File: config.mk
export PLATFORM = sky130hd
export DESIGN_NAME = twsp_port
export DESIGN_NICKNAME = d
export VERILOG_FILES = /design/src/inc/twsp_pkg.sv /design/src/hw/twsp_port.sv /design/src/hw/twsp_rate_gen.sv
export SDC_FILE = /design/constraint.sdc
export NUM_CORES = 1
export LEC_CHECK = 0
export BUFFER_PORTS_ARGS = -buffer_cell sky130_fd_sc_hd__buf_2
export CAP_MARGIN = 0
export CELL_PAD_IN_SITES_DETAIL_PLACEMENT = 1
export CELL_PAD_IN_SITES_GLOBAL_PLACEMENT = 1
export CORE_ASPECT_RATIO = 1.25
export CORE_MARGIN = 4
export CORE_UTILIZATION = 47
export CTS_CLUSTER_SIZE = 10
export DETAILED_ROUTE_END_ITERATION = 16
export GPL_TIMING_DRIVEN = 0
export PLACE_DENSITY_LB_ADDON = 0.05
export SLEW_MARGIN = 20
export SYNTH_ARGS = -nofsm -noshare
export SYNTH_HDL_FRONTEND = slang
export SYNTH_SLANG_ARGS = --single-unit
File: constraint.sdc
create_clock -name clk -period 2.4 [get_ports clk]
set_input_delay 0.24 -clock clk [delete_from_list [all_inputs] [get_ports clk]]
set_output_delay 0.24 -clock clk [all_outputs]
set_load 0.005 [all_outputs]
File: src/inc/twsp_pkg.sv
// constants, types and status codes of the two-wire serial port
// How it works
// acknowledge own, general-call, received data when enabled
// not-acknowledge received data when acknowledge disabled
// after last slave byte, release to unaddressed
// software may re-enable acknowledge during last-byte state
// unaddressed slave ignores addresses, no acknowledge, no flag
// released unit still tracks start, stop, data
// late acknowledge enable still recognises address
// rate select divides oscillator for master clock
// rate select all ones uses timer overflows
// slave follows any incoming clock up to 100kHz
// status reads five code bits, low three zero
// idle code raises no flag; others do
// status valid one cycle after flag edges
// transfer waits until software clears flag
// software sets enable, clears start/stop/flag first
// acknowledge disabled means no slave entry
// start request waits free bus, reports 08H
// software loads target address plus write
// address byte done reports master or slave code
// read address after repeated start selects receiver
// receiver set up like transmitter, address plus read
// read/not-ack high, write/ack low, 8-bit bytes
// flag stretches clock low, high untouched
// own address upper seven, lowest enables general call
// single clock, one reset to unaddressed slave
package twsp_pkg;

	// register addresses
	localparam logic [7:0] ADDR_CTRL = 8'hD8;
	localparam logic [7:0] ADDR_STAT = 8'hD9;
	localparam logic [7:0] ADDR_DATA = 8'hDA;
	localparam logic [7:0] ADDR_OWN  = 8'hDB;

	// control register fields, and the general-call enable bit of the own address register
	localparam int B_CR2 = 7;
	localparam int B_ENS = 6;
	localparam int B_STA = 5;
	localparam int B_STO = 4;
	localparam int B_SI  = 3;
	localparam int B_AA  = 2;
	localparam int B_CR1 = 1;
	localparam int B_CR0 = 0;
	localparam int B_GC  = 0;

	// values after reset
	localparam logic [7:0] CTRL_RST = 8'h00;
	localparam logic [7:0] OWN_RST  = 8'h00;
	localparam logic [7:0] DATA_RST = 8'h00;

	// clock rates
	localparam int unsigned OSC_HZ           = 100_000_000;
	localparam int unsigned SLAVE_MAX_HZ     = 100_000;
	localparam int unsigned QUARTERS_PER_BIT = 4;
	localparam int unsigned RATE_DIV [0:6]   = '{256, 224, 192, 160, 960, 120, 60};
	localparam logic [2:0]  RATE_TIMER       = 3'h7;
	localparam int unsigned TIMER_BIT_DIV    = 96;
	localparam int unsigned OSC_PER_TICK     = 12;
	localparam int unsigned OVF_PER_QUARTER  = TIMER_BIT_DIV / OSC_PER_TICK / QUARTERS_PER_BIT;

	// status codes
	localparam logic [7:0] ST_START      = 8'h08;
	localparam logic [7:0] ST_RSTART     = 8'h10;
	localparam logic [7:0] ST_AW_ACK     = 8'h18;
	localparam logic [7:0] ST_AW_NACK    = 8'h20;
	localparam logic [7:0] ST_DW_ACK     = 8'h28;
	localparam logic [7:0] ST_DW_NACK    = 8'h30;
	localparam logic [7:0] ST_ARB_LOST   = 8'h38;
	localparam logic [7:0] ST_AR_ACK     = 8'h40;
	localparam logic [7:0] ST_AR_NACK    = 8'h48;
	localparam logic [7:0] ST_DR_ACK     = 8'h50;
	localparam logic [7:0] ST_DR_NACK    = 8'h58;
	localparam logic [7:0] ST_SW_OWN     = 8'h60;
	localparam logic [7:0] ST_SW_OWN_ARB = 8'h68;
	localparam logic [7:0] ST_SW_GC      = 8'h70;
	localparam logic [7:0] ST_SW_GC_ARB  = 8'h78;
	localparam logic [7:0] ST_SD_ACK     = 8'h80;
	localparam logic [7:0] ST_SD_NACK    = 8'h88;
	localparam logic [7:0] ST_GD_ACK     = 8'h90;
	localparam logic [7:0] ST_GD_NACK    = 8'h98;
	localparam logic [7:0] ST_SLV_END    = 8'hA0;
	localparam logic [7:0] ST_SR_OWN     = 8'hA8;
	localparam logic [7:0] ST_SR_OWN_ARB = 8'hB0;
	localparam logic [7:0] ST_ST_ACK     = 8'hB8;
	localparam logic [7:0] ST_ST_NACK    = 8'hC0;
	localparam logic [7:0] ST_ST_LAST    = 8'hC8;
	localparam logic [7:0] ST_NONE       = 8'hF8;

	typedef enum logic [2:0] {
		MODE_NAS, MODE_MTX, MODE_MRX, MODE_SRX, MODE_SRX_GC, MODE_STX, MODE_STX_LAST
	} twsp_mode_t;

	typedef enum logic [1:0] {MP_IDLE, MP_START, MP_RUN, MP_STOP} twsp_mphase_t;

	typedef struct packed {
		logic [7:0] addr;
		logic       wr;
		logic       rd;
		logic [7:0] wdata;
	} twsp_sfr_req_t;

	typedef struct packed {
		logic scl_o;
		logic scl_oe;
		logic sda_o;
		logic sda_oe;
	} twsp_bus_out_t;

endpackage

File: src/hw/twsp_port.sv
// two-wire serial port: register file, bus monitor, byte engine, master sequencer
`timescale 1ns/1ps
module twsp_port (
	// clock and reset
	input  wire logic                    clk,
	input  wire logic                    resetn,
	// special function register port
	input  wire twsp_pkg::twsp_sfr_req_t sfr_req,
	output logic [7:0]                   sfr_rdata_q,
	// timer overflow for the variable rate
	input  wire logic                    timer_ovf,
	// bus pins
	input  wire logic                    scl_i,
	input  wire logic                    sda_i,
	output twsp_pkg::twsp_bus_out_t      bus_q,
	// serial interrupt request
	output logic                         serial_irq_q
);

	twsp_pkg::twsp_mode_t    mode_q,   mode_d;
	twsp_pkg::twsp_mphase_t  mphase_q, mphase_d;
	twsp_pkg::twsp_bus_out_t bus_d;
	logic [7:0] rdata_d;
	logic [2:0] rate_q,   rate_d;
	logic       ens_q,    ens_d;
	logic       sta_q,    sta_d;
	logic       sto_q,    sto_d;
	logic       si_d;
	logic       si_past_q;
	logic       aa_q,     aa_d;
	logic [7:0] own_q,    own_d;
	logic [7:0] data_q,   data_d;
	logic [4:0] code_q,   code_d;
	logic [4:0] view_q,   view_d;
	logic [3:0] cnt_q,    cnt_d;
	logic [1:0] step_q,   step_d;
	logic       addr_q,   addr_d;
	logic       tx_q,     tx_d;
	logic       ack_q,    ack_d;
	logic       lost_q,   lost_d;
	logic       busy_q,   busy_d;
	logic       began_q,  began_d;
	logic       scl_p_q;
	logic       sda_p_q;
	logic [1:0] filt_q;
	logic       tick;

	// pin synchronisers: a change counts once stages two and three agree; see
	logic [1:0] pin_in;
	assign pin_in = {scl_i, sda_i};
	for (genvar i = 0; i < 2; i++) begin : g_sync
		logic [2:0] ff_q;
		always_ff @(posedge clk or negedge resetn) begin
			if (!resetn) begin
				ff_q      <= 3'b111;
				filt_q[i] <= 1'b1;
			end else begin
				ff_q      <= {ff_q[1:0], pin_in[i]};
				filt_q[i] <= (ff_q[1] == ff_q[2]) ? ff_q[2] : filt_q[i];
			end
		end
	end

	logic scl_f;
	logic sda_f;
	assign scl_f = filt_q[1];
	assign sda_f = filt_q[0];

	twsp_rate_gen #(
		.CW (8)
	) u_rate (
		.clk       (clk),
		.resetn    (resetn),
		.run       (ens_q && (mphase_q != twsp_pkg::MP_IDLE)),
		.rate_sel  (rate_q),
		.timer_ovf (timer_ovf),
		.tick_q    (tick)
	);

	// register port and status view
	always_comb begin
		rdata_d = 8'h00;
		if (sfr_req.rd) begin
			unique case (sfr_req.addr)
				twsp_pkg::ADDR_CTRL: rdata_d = {rate_q[2], ens_q, sta_q, sto_q,
				                                serial_irq_q, aa_q, rate_q[1:0]};
				twsp_pkg::ADDR_STAT: rdata_d = {view_q, 3'b000};
				twsp_pkg::ADDR_DATA: rdata_d = data_q;
				twsp_pkg::ADDR_OWN:  rdata_d = own_q;
				default:             rdata_d = 8'h00;
			endcase
		end
		// code shows one cycle after the flag rises and lingers one after it falls; see
		if (serial_irq_q) begin
			view_d = code_q;
		end else if (si_past_q) begin
			view_d = view_q;
		end else begin
			view_d = twsp_pkg::ST_NONE[7:3];
		end
	end

	// control, byte engine and master sequencer
	logic       wr_ctrl;
	logic       rise;
	logic       fall;
	logic       start_det;
	logic       stop_det;
	logic       resume;
	logic       si_set;
	logic       acked;
	logic       own_hit;
	logic       gc_hit;
	logic [7:0] code8;

	always_comb begin
		mode_d   = mode_q;
		mphase_d = mphase_q;
		bus_d    = bus_q;
		rate_d   = rate_q;
		ens_d    = ens_q;
		sta_d    = sta_q;
		sto_d    = sto_q;
		aa_d     = aa_q;
		own_d    = own_q;
		data_d   = data_q;
		code_d   = code_q;
		cnt_d    = cnt_q;
		step_d   = step_q;
		addr_d   = addr_q;
		tx_d     = tx_q;
		ack_d    = ack_q;
		lost_d   = lost_q;
		busy_d   = busy_q;
		began_d  = began_q;
		si_set   = 1'b0;
		code8    = twsp_pkg::ST_NONE;
		wr_ctrl  = sfr_req.wr && (sfr_req.addr == twsp_pkg::ADDR_CTRL);
		rise     = scl_f && !scl_p_q;
		fall     = !scl_f && scl_p_q;
		start_det = scl_f && scl_p_q && sda_p_q && !sda_f;
		stop_det  = scl_f && scl_p_q && !sda_p_q && sda_f;
		resume   = si_past_q && !serial_irq_q;
		acked    = !ack_q;
		own_hit  = data_q[7:1] == own_q[7:1];
		gc_hit   = (data_q == 8'h00) && own_q[twsp_pkg::B_GC];

		if (wr_ctrl) begin
			rate_d = {sfr_req.wdata[twsp_pkg::B_CR2], sfr_req.wdata[twsp_pkg::B_CR1],
			          sfr_req.wdata[twsp_pkg::B_CR0]};
			ens_d  = sfr_req.wdata[twsp_pkg::B_ENS];
			sta_d  = sfr_req.wdata[twsp_pkg::B_STA];
			aa_d   = sfr_req.wdata[twsp_pkg::B_AA];
		end
		if (sfr_req.wr && (sfr_req.addr == twsp_pkg::ADDR_OWN)) begin
			own_d = sfr_req.wdata;
		end
		// data is written only while the shifter is parked
		if (sfr_req.wr && (sfr_req.addr == twsp_pkg::ADDR_DATA) && (serial_irq_q || !busy_q)) begin
			data_d = sfr_req.wdata;
		end

		if (!ens_q) begin
			mode_d   = twsp_pkg::MODE_NAS;
			mphase_d = twsp_pkg::MP_IDLE;
			bus_d    = '0;
			sto_d    = 1'b0;
			cnt_d    = 4'd0;
			busy_d   = 1'b0;
			lost_d   = 1'b0;
			began_d  = 1'b0;
		end else begin
			// byte engine runs in every mode so the bus stays tracked; see
			if (rise) begin
				if (cnt_q < 4'd8) begin
					data_d = {data_q[6:0], sda_f};
					cnt_d  = cnt_q + 4'd1;
					if ((mphase_q == twsp_pkg::MP_RUN) && tx_q && !bus_q.sda_oe && !sda_f) begin
						lost_d   = 1'b1;
						tx_d     = 1'b0;
						mphase_d = twsp_pkg::MP_IDLE;
						mode_d   = twsp_pkg::MODE_NAS;
						began_d  = 1'b0;
						bus_d.scl_oe = 1'b0;
					end
				end else if (cnt_q == 4'd8) begin
					ack_d = sda_f;
					cnt_d = 4'd9;
				end
			end
			if (fall) begin
				if ((cnt_q != 4'd0) && (cnt_q < 4'd8)) begin
					bus_d.sda_oe = tx_q && !data_q[7];
				end else if (cnt_q == 4'd8) begin
					bus_d.sda_oe = 1'b0;
					if (tx_q) begin
						bus_d.sda_oe = 1'b0;
					end else if (addr_q && (mphase_q == twsp_pkg::MP_IDLE) &&
					             (mode_q == twsp_pkg::MODE_NAS)) begin
						// enable is sampled at the end of the byte; see
						if (aa_q && (own_hit || gc_hit)) begin // see see
							bus_d.sda_oe = 1'b1;
							if (gc_hit) begin
								mode_d = twsp_pkg::MODE_SRX_GC;
							end else if (data_q[0]) begin
								mode_d = twsp_pkg::MODE_STX;
								tx_d   = 1'b1;
							end else begin
								mode_d = twsp_pkg::MODE_SRX;
							end
						end
					end else if ((mode_q == twsp_pkg::MODE_MRX) || (mode_q == twsp_pkg::MODE_SRX) ||
					             (mode_q == twsp_pkg::MODE_SRX_GC)) begin
						bus_d.sda_oe = aa_q; // see
					end
				end else if (cnt_q == 4'd9) begin
					cnt_d  = 4'd0;
					addr_d = 1'b0;
					bus_d.sda_oe = 1'b0;
					if (mphase_q == twsp_pkg::MP_RUN) begin
						si_set = 1'b1;
						if (addr_q) begin
							// see
							mode_d = data_q[0] ? twsp_pkg::MODE_MRX : twsp_pkg::MODE_MTX;
							tx_d   = !data_q[0];
							if (data_q[0]) begin
								code8 = acked ? twsp_pkg::ST_AR_ACK : twsp_pkg::ST_AR_NACK;
							end else begin
								code8 = acked ? twsp_pkg::ST_AW_ACK : twsp_pkg::ST_AW_NACK;
							end
						end else if (mode_q == twsp_pkg::MODE_MTX) begin
							code8 = acked ? twsp_pkg::ST_DW_ACK : twsp_pkg::ST_DW_NACK;
						end else begin
							code8 = bus_q.sda_oe ? twsp_pkg::ST_DR_ACK : twsp_pkg::ST_DR_NACK;
						end
					end else begin
						si_set = 1'b1;
						lost_d = 1'b0;
						unique case (mode_q)
							twsp_pkg::MODE_NAS: begin
								si_set = lost_q;
								code8  = twsp_pkg::ST_ARB_LOST;
							end
							twsp_pkg::MODE_SRX: begin
								if (addr_q) begin
									code8 = lost_q ? twsp_pkg::ST_SW_OWN_ARB : twsp_pkg::ST_SW_OWN;
								end else begin
									code8 = bus_q.sda_oe ? twsp_pkg::ST_SD_ACK : twsp_pkg::ST_SD_NACK;
									mode_d = bus_q.sda_oe ? mode_q : twsp_pkg::MODE_NAS;
								end
							end
							twsp_pkg::MODE_SRX_GC: begin
								if (addr_q) begin
									code8 = lost_q ? twsp_pkg::ST_SW_GC_ARB : twsp_pkg::ST_SW_GC;
								end else begin
									code8 = bus_q.sda_oe ? twsp_pkg::ST_GD_ACK : twsp_pkg::ST_GD_NACK;
									mode_d = bus_q.sda_oe ? mode_q : twsp_pkg::MODE_NAS;
								end
							end
							twsp_pkg::MODE_STX: begin
								if (addr_q) begin
									code8 = lost_q ? twsp_pkg::ST_SR_OWN_ARB : twsp_pkg::ST_SR_OWN;
								end else if (!acked) begin
									code8  = twsp_pkg::ST_ST_NACK;
									mode_d = twsp_pkg::MODE_NAS;
									tx_d   = 1'b0;
								end else if (aa_q) begin
									code8 = twsp_pkg::ST_ST_ACK;
								end else begin
									code8  = twsp_pkg::ST_ST_LAST;
									mode_d = twsp_pkg::MODE_STX_LAST;
								end
							end
							default: si_set = 1'b0;
						endcase
					end
				end
			end

			// start and stop seen on the bus
			if (start_det) begin
				busy_d = 1'b1;
				cnt_d  = 4'd0;
				addr_d = 1'b1;
				if (mphase_q == twsp_pkg::MP_IDLE) begin
					if ((mode_q == twsp_pkg::MODE_SRX) || (mode_q == twsp_pkg::MODE_SRX_GC)) begin
						si_set = 1'b1;
						code8  = twsp_pkg::ST_SLV_END;
					end
					mode_d = twsp_pkg::MODE_NAS;
					tx_d   = 1'b0;
					bus_d.sda_oe = 1'b0;
				end
			end
			if (stop_det) begin
				busy_d = 1'b0;
				sto_d  = 1'b0;
				if (mphase_q == twsp_pkg::MP_IDLE) begin
					if ((mode_q == twsp_pkg::MODE_SRX) || (mode_q == twsp_pkg::MODE_SRX_GC)) begin
						si_set = 1'b1;
						code8  = twsp_pkg::ST_SLV_END;
					end
					mode_d = twsp_pkg::MODE_NAS;
					tx_d   = 1'b0;
					bus_d.sda_oe = 1'b0;
				end
			end

			// software cleared the flag: carry on, stop or restart; see
			if (resume) begin
				if (mphase_q == twsp_pkg::MP_RUN) begin
					if (sto_q) begin
						mphase_d = twsp_pkg::MP_STOP;
						step_d   = 2'd0;
					end else if (sta_q) begin
						mphase_d = twsp_pkg::MP_START;
						step_d   = 2'd0;
					end else begin
						bus_d.sda_oe = tx_q && !data_q[7];
					end
				end else if (sto_q) begin
					// slave recovery: act as if a stop arrived, nothing driven
					mode_d = twsp_pkg::MODE_NAS;
					sto_d  = 1'b0;
					tx_d   = 1'b0;
					bus_d.sda_oe = 1'b0;
				end else if (mode_q == twsp_pkg::MODE_STX) begin
					bus_d.sda_oe = !data_q[7];
				end else if (mode_q == twsp_pkg::MODE_STX_LAST) begin
					mode_d = twsp_pkg::MODE_NAS;
					tx_d   = 1'b0;
					bus_d.sda_oe = 1'b0;
				end
			end

			// master sequencer, one step per quarter bit
			unique case (mphase_q)
				twsp_pkg::MP_IDLE: begin
					// slave stretch: only pull a line that is already low; see
					bus_d.scl_oe = (serial_irq_q || si_past_q) && (bus_q.scl_oe || !scl_f);
					if (sta_q && !busy_q && !serial_irq_q && (mode_q == twsp_pkg::MODE_NAS)) begin
						mphase_d = twsp_pkg::MP_START;
						step_d   = 2'd0;
					end
				end
				twsp_pkg::MP_START: begin
					if (tick) begin
						unique case (step_q)
							2'd0: begin
								bus_d.sda_oe = 1'b0;
								step_d = 2'd1;
							end
							2'd1: begin
								bus_d.scl_oe = 1'b0;
								step_d = scl_f ? 2'd2 : 2'd1;
							end
							2'd2: begin
								bus_d.sda_oe = 1'b1;
								step_d = 2'd3;
							end
							2'd3: begin
								bus_d.scl_oe = 1'b1;
								mphase_d = twsp_pkg::MP_RUN;
								mode_d   = twsp_pkg::MODE_MTX;
								step_d   = 2'd0;
								cnt_d    = 4'd0;
								addr_d   = 1'b1;
								tx_d     = 1'b1;
								began_d  = 1'b1;
								si_set   = 1'b1;
								code8    = began_q ? twsp_pkg::ST_RSTART : twsp_pkg::ST_START;
							end
						endcase
					end
				end
				twsp_pkg::MP_RUN: begin
					// parked low while the flag is up; waits out a slave stretch
					if (tick && !serial_irq_q && !si_past_q) begin
						unique case (step_q)
							2'd0: step_d = 2'd1;
							2'd1: begin
								bus_d.scl_oe = 1'b0;
								step_d = 2'd2;
							end
							2'd2: step_d = scl_f ? 2'd3 : 2'd2;
							2'd3: begin
								bus_d.scl_oe = 1'b1;
								step_d = 2'd0;
							end
						endcase
					end
				end
				twsp_pkg::MP_STOP: begin
					if (tick) begin
						unique case (step_q)
							2'd0: begin
								bus_d.sda_oe = 1'b1;
								step_d = 2'd1;
							end
							2'd1: begin
								bus_d.scl_oe = 1'b0;
								step_d = scl_f ? 2'd2 : 2'd1;
							end
							2'd2: begin
								bus_d.sda_oe = 1'b0;
								step_d = 2'd3;
							end
							2'd3: begin
								sto_d    = 1'b0;
								began_d  = 1'b0;
								mode_d   = twsp_pkg::MODE_NAS;
								tx_d     = 1'b0;
								step_d   = 2'd0;
								mphase_d = sta_q ? twsp_pkg::MP_START : twsp_pkg::MP_IDLE;
							end
						endcase
					end
				end
			endcase
		end

		// a software set of the stop request is never lost to a hardware clear
		if (wr_ctrl && sfr_req.wdata[twsp_pkg::B_STO] && sfr_req.wdata[twsp_pkg::B_ENS]) begin
			sto_d = 1'b1;
		end
		if (si_set) begin
			code_d = code8[7:3];
		end
		// hardware set beats a software clear in the same cycle; see
		si_d = si_set || (serial_irq_q && !(wr_ctrl && !sfr_req.wdata[twsp_pkg::B_SI]));
		bus_d.scl_o = 1'b0;
		bus_d.sda_o = 1'b0;
	end

	// one reset puts everything back to the unaddressed slave; see
	always_ff @(posedge clk or negedge resetn) begin
		if (!resetn) begin
			mode_q       <= twsp_pkg::MODE_NAS;
			mphase_q     <= twsp_pkg::MP_IDLE;
			bus_q        <= '0;
			sfr_rdata_q  <= 8'h00;
			rate_q       <= {twsp_pkg::CTRL_RST[twsp_pkg::B_CR2], twsp_pkg::CTRL_RST[1:0]};
			ens_q        <= twsp_pkg::CTRL_RST[twsp_pkg::B_ENS];
			sta_q        <= twsp_pkg::CTRL_RST[twsp_pkg::B_STA];
			sto_q        <= twsp_pkg::CTRL_RST[twsp_pkg::B_STO];
			serial_irq_q <= twsp_pkg::CTRL_RST[twsp_pkg::B_SI];
			aa_q         <= twsp_pkg::CTRL_RST[twsp_pkg::B_AA];
			si_past_q    <= 1'b0;
			own_q        <= twsp_pkg::OWN_RST;
			data_q       <= twsp_pkg::DATA_RST;
			code_q       <= twsp_pkg::ST_NONE[7:3];
			view_q       <= twsp_pkg::ST_NONE[7:3];
			cnt_q        <= 4'd0;
			step_q       <= 2'd0;
			addr_q       <= 1'b0;
			tx_q         <= 1'b0;
			ack_q        <= 1'b1;
			lost_q       <= 1'b0;
			busy_q       <= 1'b0;
			began_q      <= 1'b0;
			scl_p_q      <= 1'b1;
			sda_p_q      <= 1'b1;
		end else begin
			mode_q       <= mode_d;
			mphase_q     <= mphase_d;
			bus_q        <= bus_d;
			sfr_rdata_q  <= rdata_d;
			rate_q       <= rate_d;
			ens_q        <= ens_d;
			sta_q        <= sta_d;
			sto_q        <= sto_d;
			serial_irq_q <= si_d;
			aa_q         <= aa_d;
			si_past_q    <= serial_irq_q;
			own_q        <= own_d;
			data_q       <= data_d;
			code_q       <= code_d;
			view_q       <= view_d;
			cnt_q        <= cnt_d;
			step_q       <= step_d;
			addr_q       <= addr_d;
			tx_q         <= tx_d;
			ack_q        <= ack_d;
			lost_q       <= lost_d;
			busy_q       <= busy_d;
			began_q      <= began_d;
			scl_p_q      <= scl_f;
			sda_p_q      <= sda_f;
		end
	end

endmodule // twsp_port

File: src/hw/twsp_rate_gen.sv
// quarter-bit tick generator for the master serial clock
`timescale 1ns/1ps
module twsp_rate_gen #(
	parameter int CW = 8
) (
	// clock and reset
	input  wire logic       clk,
	input  wire logic       resetn,
	// control
	input  wire logic       run,
	input  wire logic [2:0] rate_sel,
	input  wire logic       timer_ovf,
	// tick out
	output logic            tick_q
);

	if (CW < 8) begin : g_bad_width
		$error("twsp_rate_gen: CW too small for the largest divisor");
	end

	localparam logic [1:0] OVF_LAST = 2'(twsp_pkg::OVF_PER_QUARTER - 1);

	logic [CW-1:0] cnt_q;
	logic [CW-1:0] cnt_d;
	logic [1:0]    ovf_q;
	logic [1:0]    ovf_d;
	logic          tick_d;
	logic [CW-1:0] reload;

	always_comb begin
		reload = CW'(twsp_pkg::RATE_DIV[rate_sel] / twsp_pkg::QUARTERS_PER_BIT - 1);
		tick_d = 1'b0;
		cnt_d  = cnt_q;
		ovf_d  = ovf_q;
		if (!run) begin
			cnt_d = '0;
			ovf_d = '0;
		end else if (rate_sel == twsp_pkg::RATE_TIMER) begin
			// eight overflows make one bit, two per quarter; see
			if (timer_ovf) begin
				if (ovf_q == OVF_LAST) begin
					ovf_d  = '0;
					tick_d = 1'b1;
				end else begin
					ovf_d = ovf_q + 2'd1;
				end
			end
		end else if (cnt_q == '0) begin
			cnt_d  = reload;
			tick_d = 1'b1;
		end else begin
			cnt_d = cnt_q - CW'(1);
		end
	end

	always_ff @(posedge clk or negedge resetn) begin
		if (!resetn) begin
			cnt_q  <= '0;
			ovf_q  <= '0;
			tick_q <= 1'b0;
		end else begin
			cnt_q  <= cnt_d;
			ovf_q  <= ovf_d;
			tick_q <= tick_d;
		end
	end

endmodule // twsp_rate_gen

==> reports/results.ini <==
[status]
status=finished clean

[critical_path]
cp-start-kind=register
slowest_stage=dfstp_2
crit_chain=buf_2, nor3b_4, nand4_1, buf_2, o211ai_1, o311ai_0, a31oi_1, a311oi_1
crit_path_max_incr_delay_ns=0.54
critPathMaxFanout=10
timing.rr.start=scl_f
required_ns=2.61
r2r-end=mode_q[1]
reg2regPathDepth=8
path_common_cell=buf_2
rrSetupSlack_ns=0.16
path_delay_family=compound AO/OA/AOI/OAI gates
cp.arrival_ns=2.45
path_class=register to register
crit_path_end_kind=register
critical_path_buf_inv_count=2

[route]
antenna_left=0
drc_errors=0
wl_met3_microns=622
first_pass_iters=4
wl_per_cell_microns=21.01
vias_per_cell=6.207
highest_layer=met4
num_vias=4742
wl_microns=16050
drtIter0Drc=221
met2_length_microns=8370
wl_met1_microns=6488

[clocking]
cts-root-buf=clkbuf_16
clk_pin_slew_ns=0.07
cts_tree=yes
cts_max_level=3
clock-sinks=83
cts_buffers=9
clock_latency_ns=0.34
clk_path_buf_depth=2

[min_path]
hold_class=input pin to register
hold_path_end=own_q[2]
holdPathStages=2
holdCritStartpoint=sfr_req[2]

[timing]
worst_slew_margin_rel=0.5865
clock_skew_ns=0.008444
hold_slack_ns=0.1588
period_needed_ns=2.240
tns_ns=0
fmax_ghz=0.4464
hold_violations=0
drv_slew=0
period_share=0.9333
setup_viol=0
rsz0062_at_grt=no
tightest_slew_ns=0.6203

[finish]
layout-drive-gt1-share=0.2168
synthToLayoutAreaGrowth_pct=15.48
n_antenna_cell=0
nets=663

[floorplan]
die_h_microns=125.8
die-area_sq_um=12850
core.rowCount=42
io_pins=36
die_w_microns=102.2
coreArea_sq_um=10720
start_util=0.4863

[synthesis]
synth_top_cell_by_area=dfrtp_1
synth_edf_count=0
synthArstFlopShare=1.000
ys_types=76
yosysSeqAreaShare=0.4034
syn_area_per_cell_sq_um=9.083
ys_warn_count=0
syn_area_sq_um=5214
synth.ff_latch_count=83
synth_top_flop_cell=dfrtp_1
synth_area_leaders=dfrtp_1 (30%), dfstp_2 (11%), nand2_1 (4.1%)
yosysTopAreaCellShare=0.2976
postSynthCellCount=574

[placed_design]
port_buffers=32
gp_congestion=0.9207
dp_hpwl_microns=11680

[power]
p_leak_nw=2.673
peakVddDrop_v=0.0004386
power.total_mw=3.557
power.density_nw_per_um2=590.8

[grt]
grt_pass1_vias=5029
antenna_found_initial=0
grt-ovfl-total=0
grt_pass1_wl_microns=25920
grtUsageTotal=0.2566
grt_max_degree=51

[run]
drv_cap=0

area by class of cell:
| class | count | area (sq um) |
|---|---|---|
| Buffer | 35 | 162.7 |
| Clock buffer | 11 | 252.7 |
| Clock inverter | 5 | 60.06 |
| Fill cell | 1250 | 4700 |
| Inverter | 20 | 75.07 |
| Multi-Input combinational cell | 437 | 2943 |
| Sequential cell | 83 | 2105 |
| Tap cell | 132 | 165.2 |
| Timing Repair Buffer | 41 | 257.7 |
layout by cell type (no fill, tap or decap), types with 15 or more instances in the layout:
master	count
dfrtp_1	61
nand2_1	57
nor2_1	50
buf_2	43
a21oi_1	34
o21ai_0	32
nand3_1	24
dfstp_2	21
inv_1	19
mux2_2	18
clkbuf_1	15
worst register-to-register path, delay by kind of cell (launching register included):
family | cells | cell delay (ns)
compound gates | 4 | 0.55
flops | 1 | 0.54
simple gates | 2 | 0.54
buf+inv | 2 | 0.47
kinds of logic (layout without fill, tap and decap cells):
family,Yosys count,count (layout),share of synthesized area
buffers and inverters,55,112,0.04512
and+or+nand+nor,219,219,0.2093
muxes,37,37,0.08735
xor gates and xnor gates,13,13,0.02184
other,1,2,0.0007193
AOI/OAI and AO/OA,151,151,0.1973
DFF,83,83,0.4034
adders and majority gates,15,15,0.03504
synth_stat cells (3+ instances only):
| cell type | instances |
|---|---|
| dfrtp_1 | 62 |
| nand2_1 | 57 |
| nor2_1 | 51 |
| a21oi_1 | 35 |
| o21ai_0 | 33 |
| nand3_1 | 24 |
| dfstp_2 | 21 |
| inv_1 | 19 |
| clkbuf_1 | 18 |
| mux2_2 | 18 |
| nor3_1 | 15 |
| mux2i_1 | 14 |
| ha_1 | 13 |
| nand2b_1 | 12 |
| buf_2 | 11 |
| a31oi_1 | 10 |
| nand4_1 | 10 |
| nor2b_1 | 10 |
| and3_1 | 7 |
| nor4_1 | 7 |
| xnor2_1 | 7 |
| a22oi_1 | 6 |
| xor2_1 | 6 |
| and2_1 | 5 |
| mux4_2 | 5 |
| o22a_1 | 5 |
| o22ai_1 | 5 |
| a211oi_1 | 4 |
| a21o_1 | 4 |
| buf_4 | 4 |
| nand3b_1 | 4 |
| a41oi_1 | 3 |
| o211ai_1 | 3 |
| o221ai_1 | 3 |
| o31ai_1 | 3 |
| or3_1 | 3 |
what timing repair did:
action | 4_1_cts | 5_1_grt
endpoints found under the setup margin | 8 | 18
hold buffers | 3 | 0
gates resized for setup | 3 | 18
setup buffers | 0 | 5
pin swaps | 0 | 2
hold endpoints to repair | 26 | 0
cloned | 0 | 0
how the worst max path moves through the flow:
stage	slack (ns)	from	cells after the start	endpoint
finish	0.16	scl_f	8	mode_q[1]
global route	0.003	u_rate.cnt_q[5]	11	u_rate.cnt_q[6]
CTS	0.04	data_q[6]	6	tx_q
detailed placement	-0.06	scl_f	8	mode_q[1]
global placement	-0.02	cnt_q[1]	9	code_q[3]
floorplan	0.34	u_rate.cnt_q[2]	10	u_rate.cnt_q[6]
state kept, by name, indices dropped and copies added, names as in the netlist, 2 cells and up:
name          count
bus_q             2
cnt_q             4
code_q            5
data_q            8
g_sync.ff_q       6
mode_q            3
mphase_q          2
own_q             8
rate_q            3
sfr_rdata_q       8
step_q            2
u_rate.cnt_q      8
u_rate.ovf_q      2
view_q            5
through the flow:
stage	cells	utilization	worst slack (ns)	cell area [sq um]
floorplan	575	-	0.3375	5218
global placement	739	0.5170	-0.02330	5543
detailed placement	740	0.5198	-0.05593	5573
CTS	759	0.5533	0.04174	5932
global route	764	0.5616	0.002685	6021
finish	764	0.5616	0.1601	6021
power by group:
group	internal [mW]	switching, mW	total [mW]
logic	0.211	0.280	0.491
registers	1.49	0.120	1.61
clock network	0.867	0.588	1.46
total	2.57	0.988	3.56
per-layer routing:
layer / track usage / up-vias
met2: 0.4439 / 125
li1: - / 2202
met4: 0.1143 / 0
met1: 0.3087 / 2375
met5: 0 / -
met3: 0.04148 / 40
(Power assumes the default switching activity.)
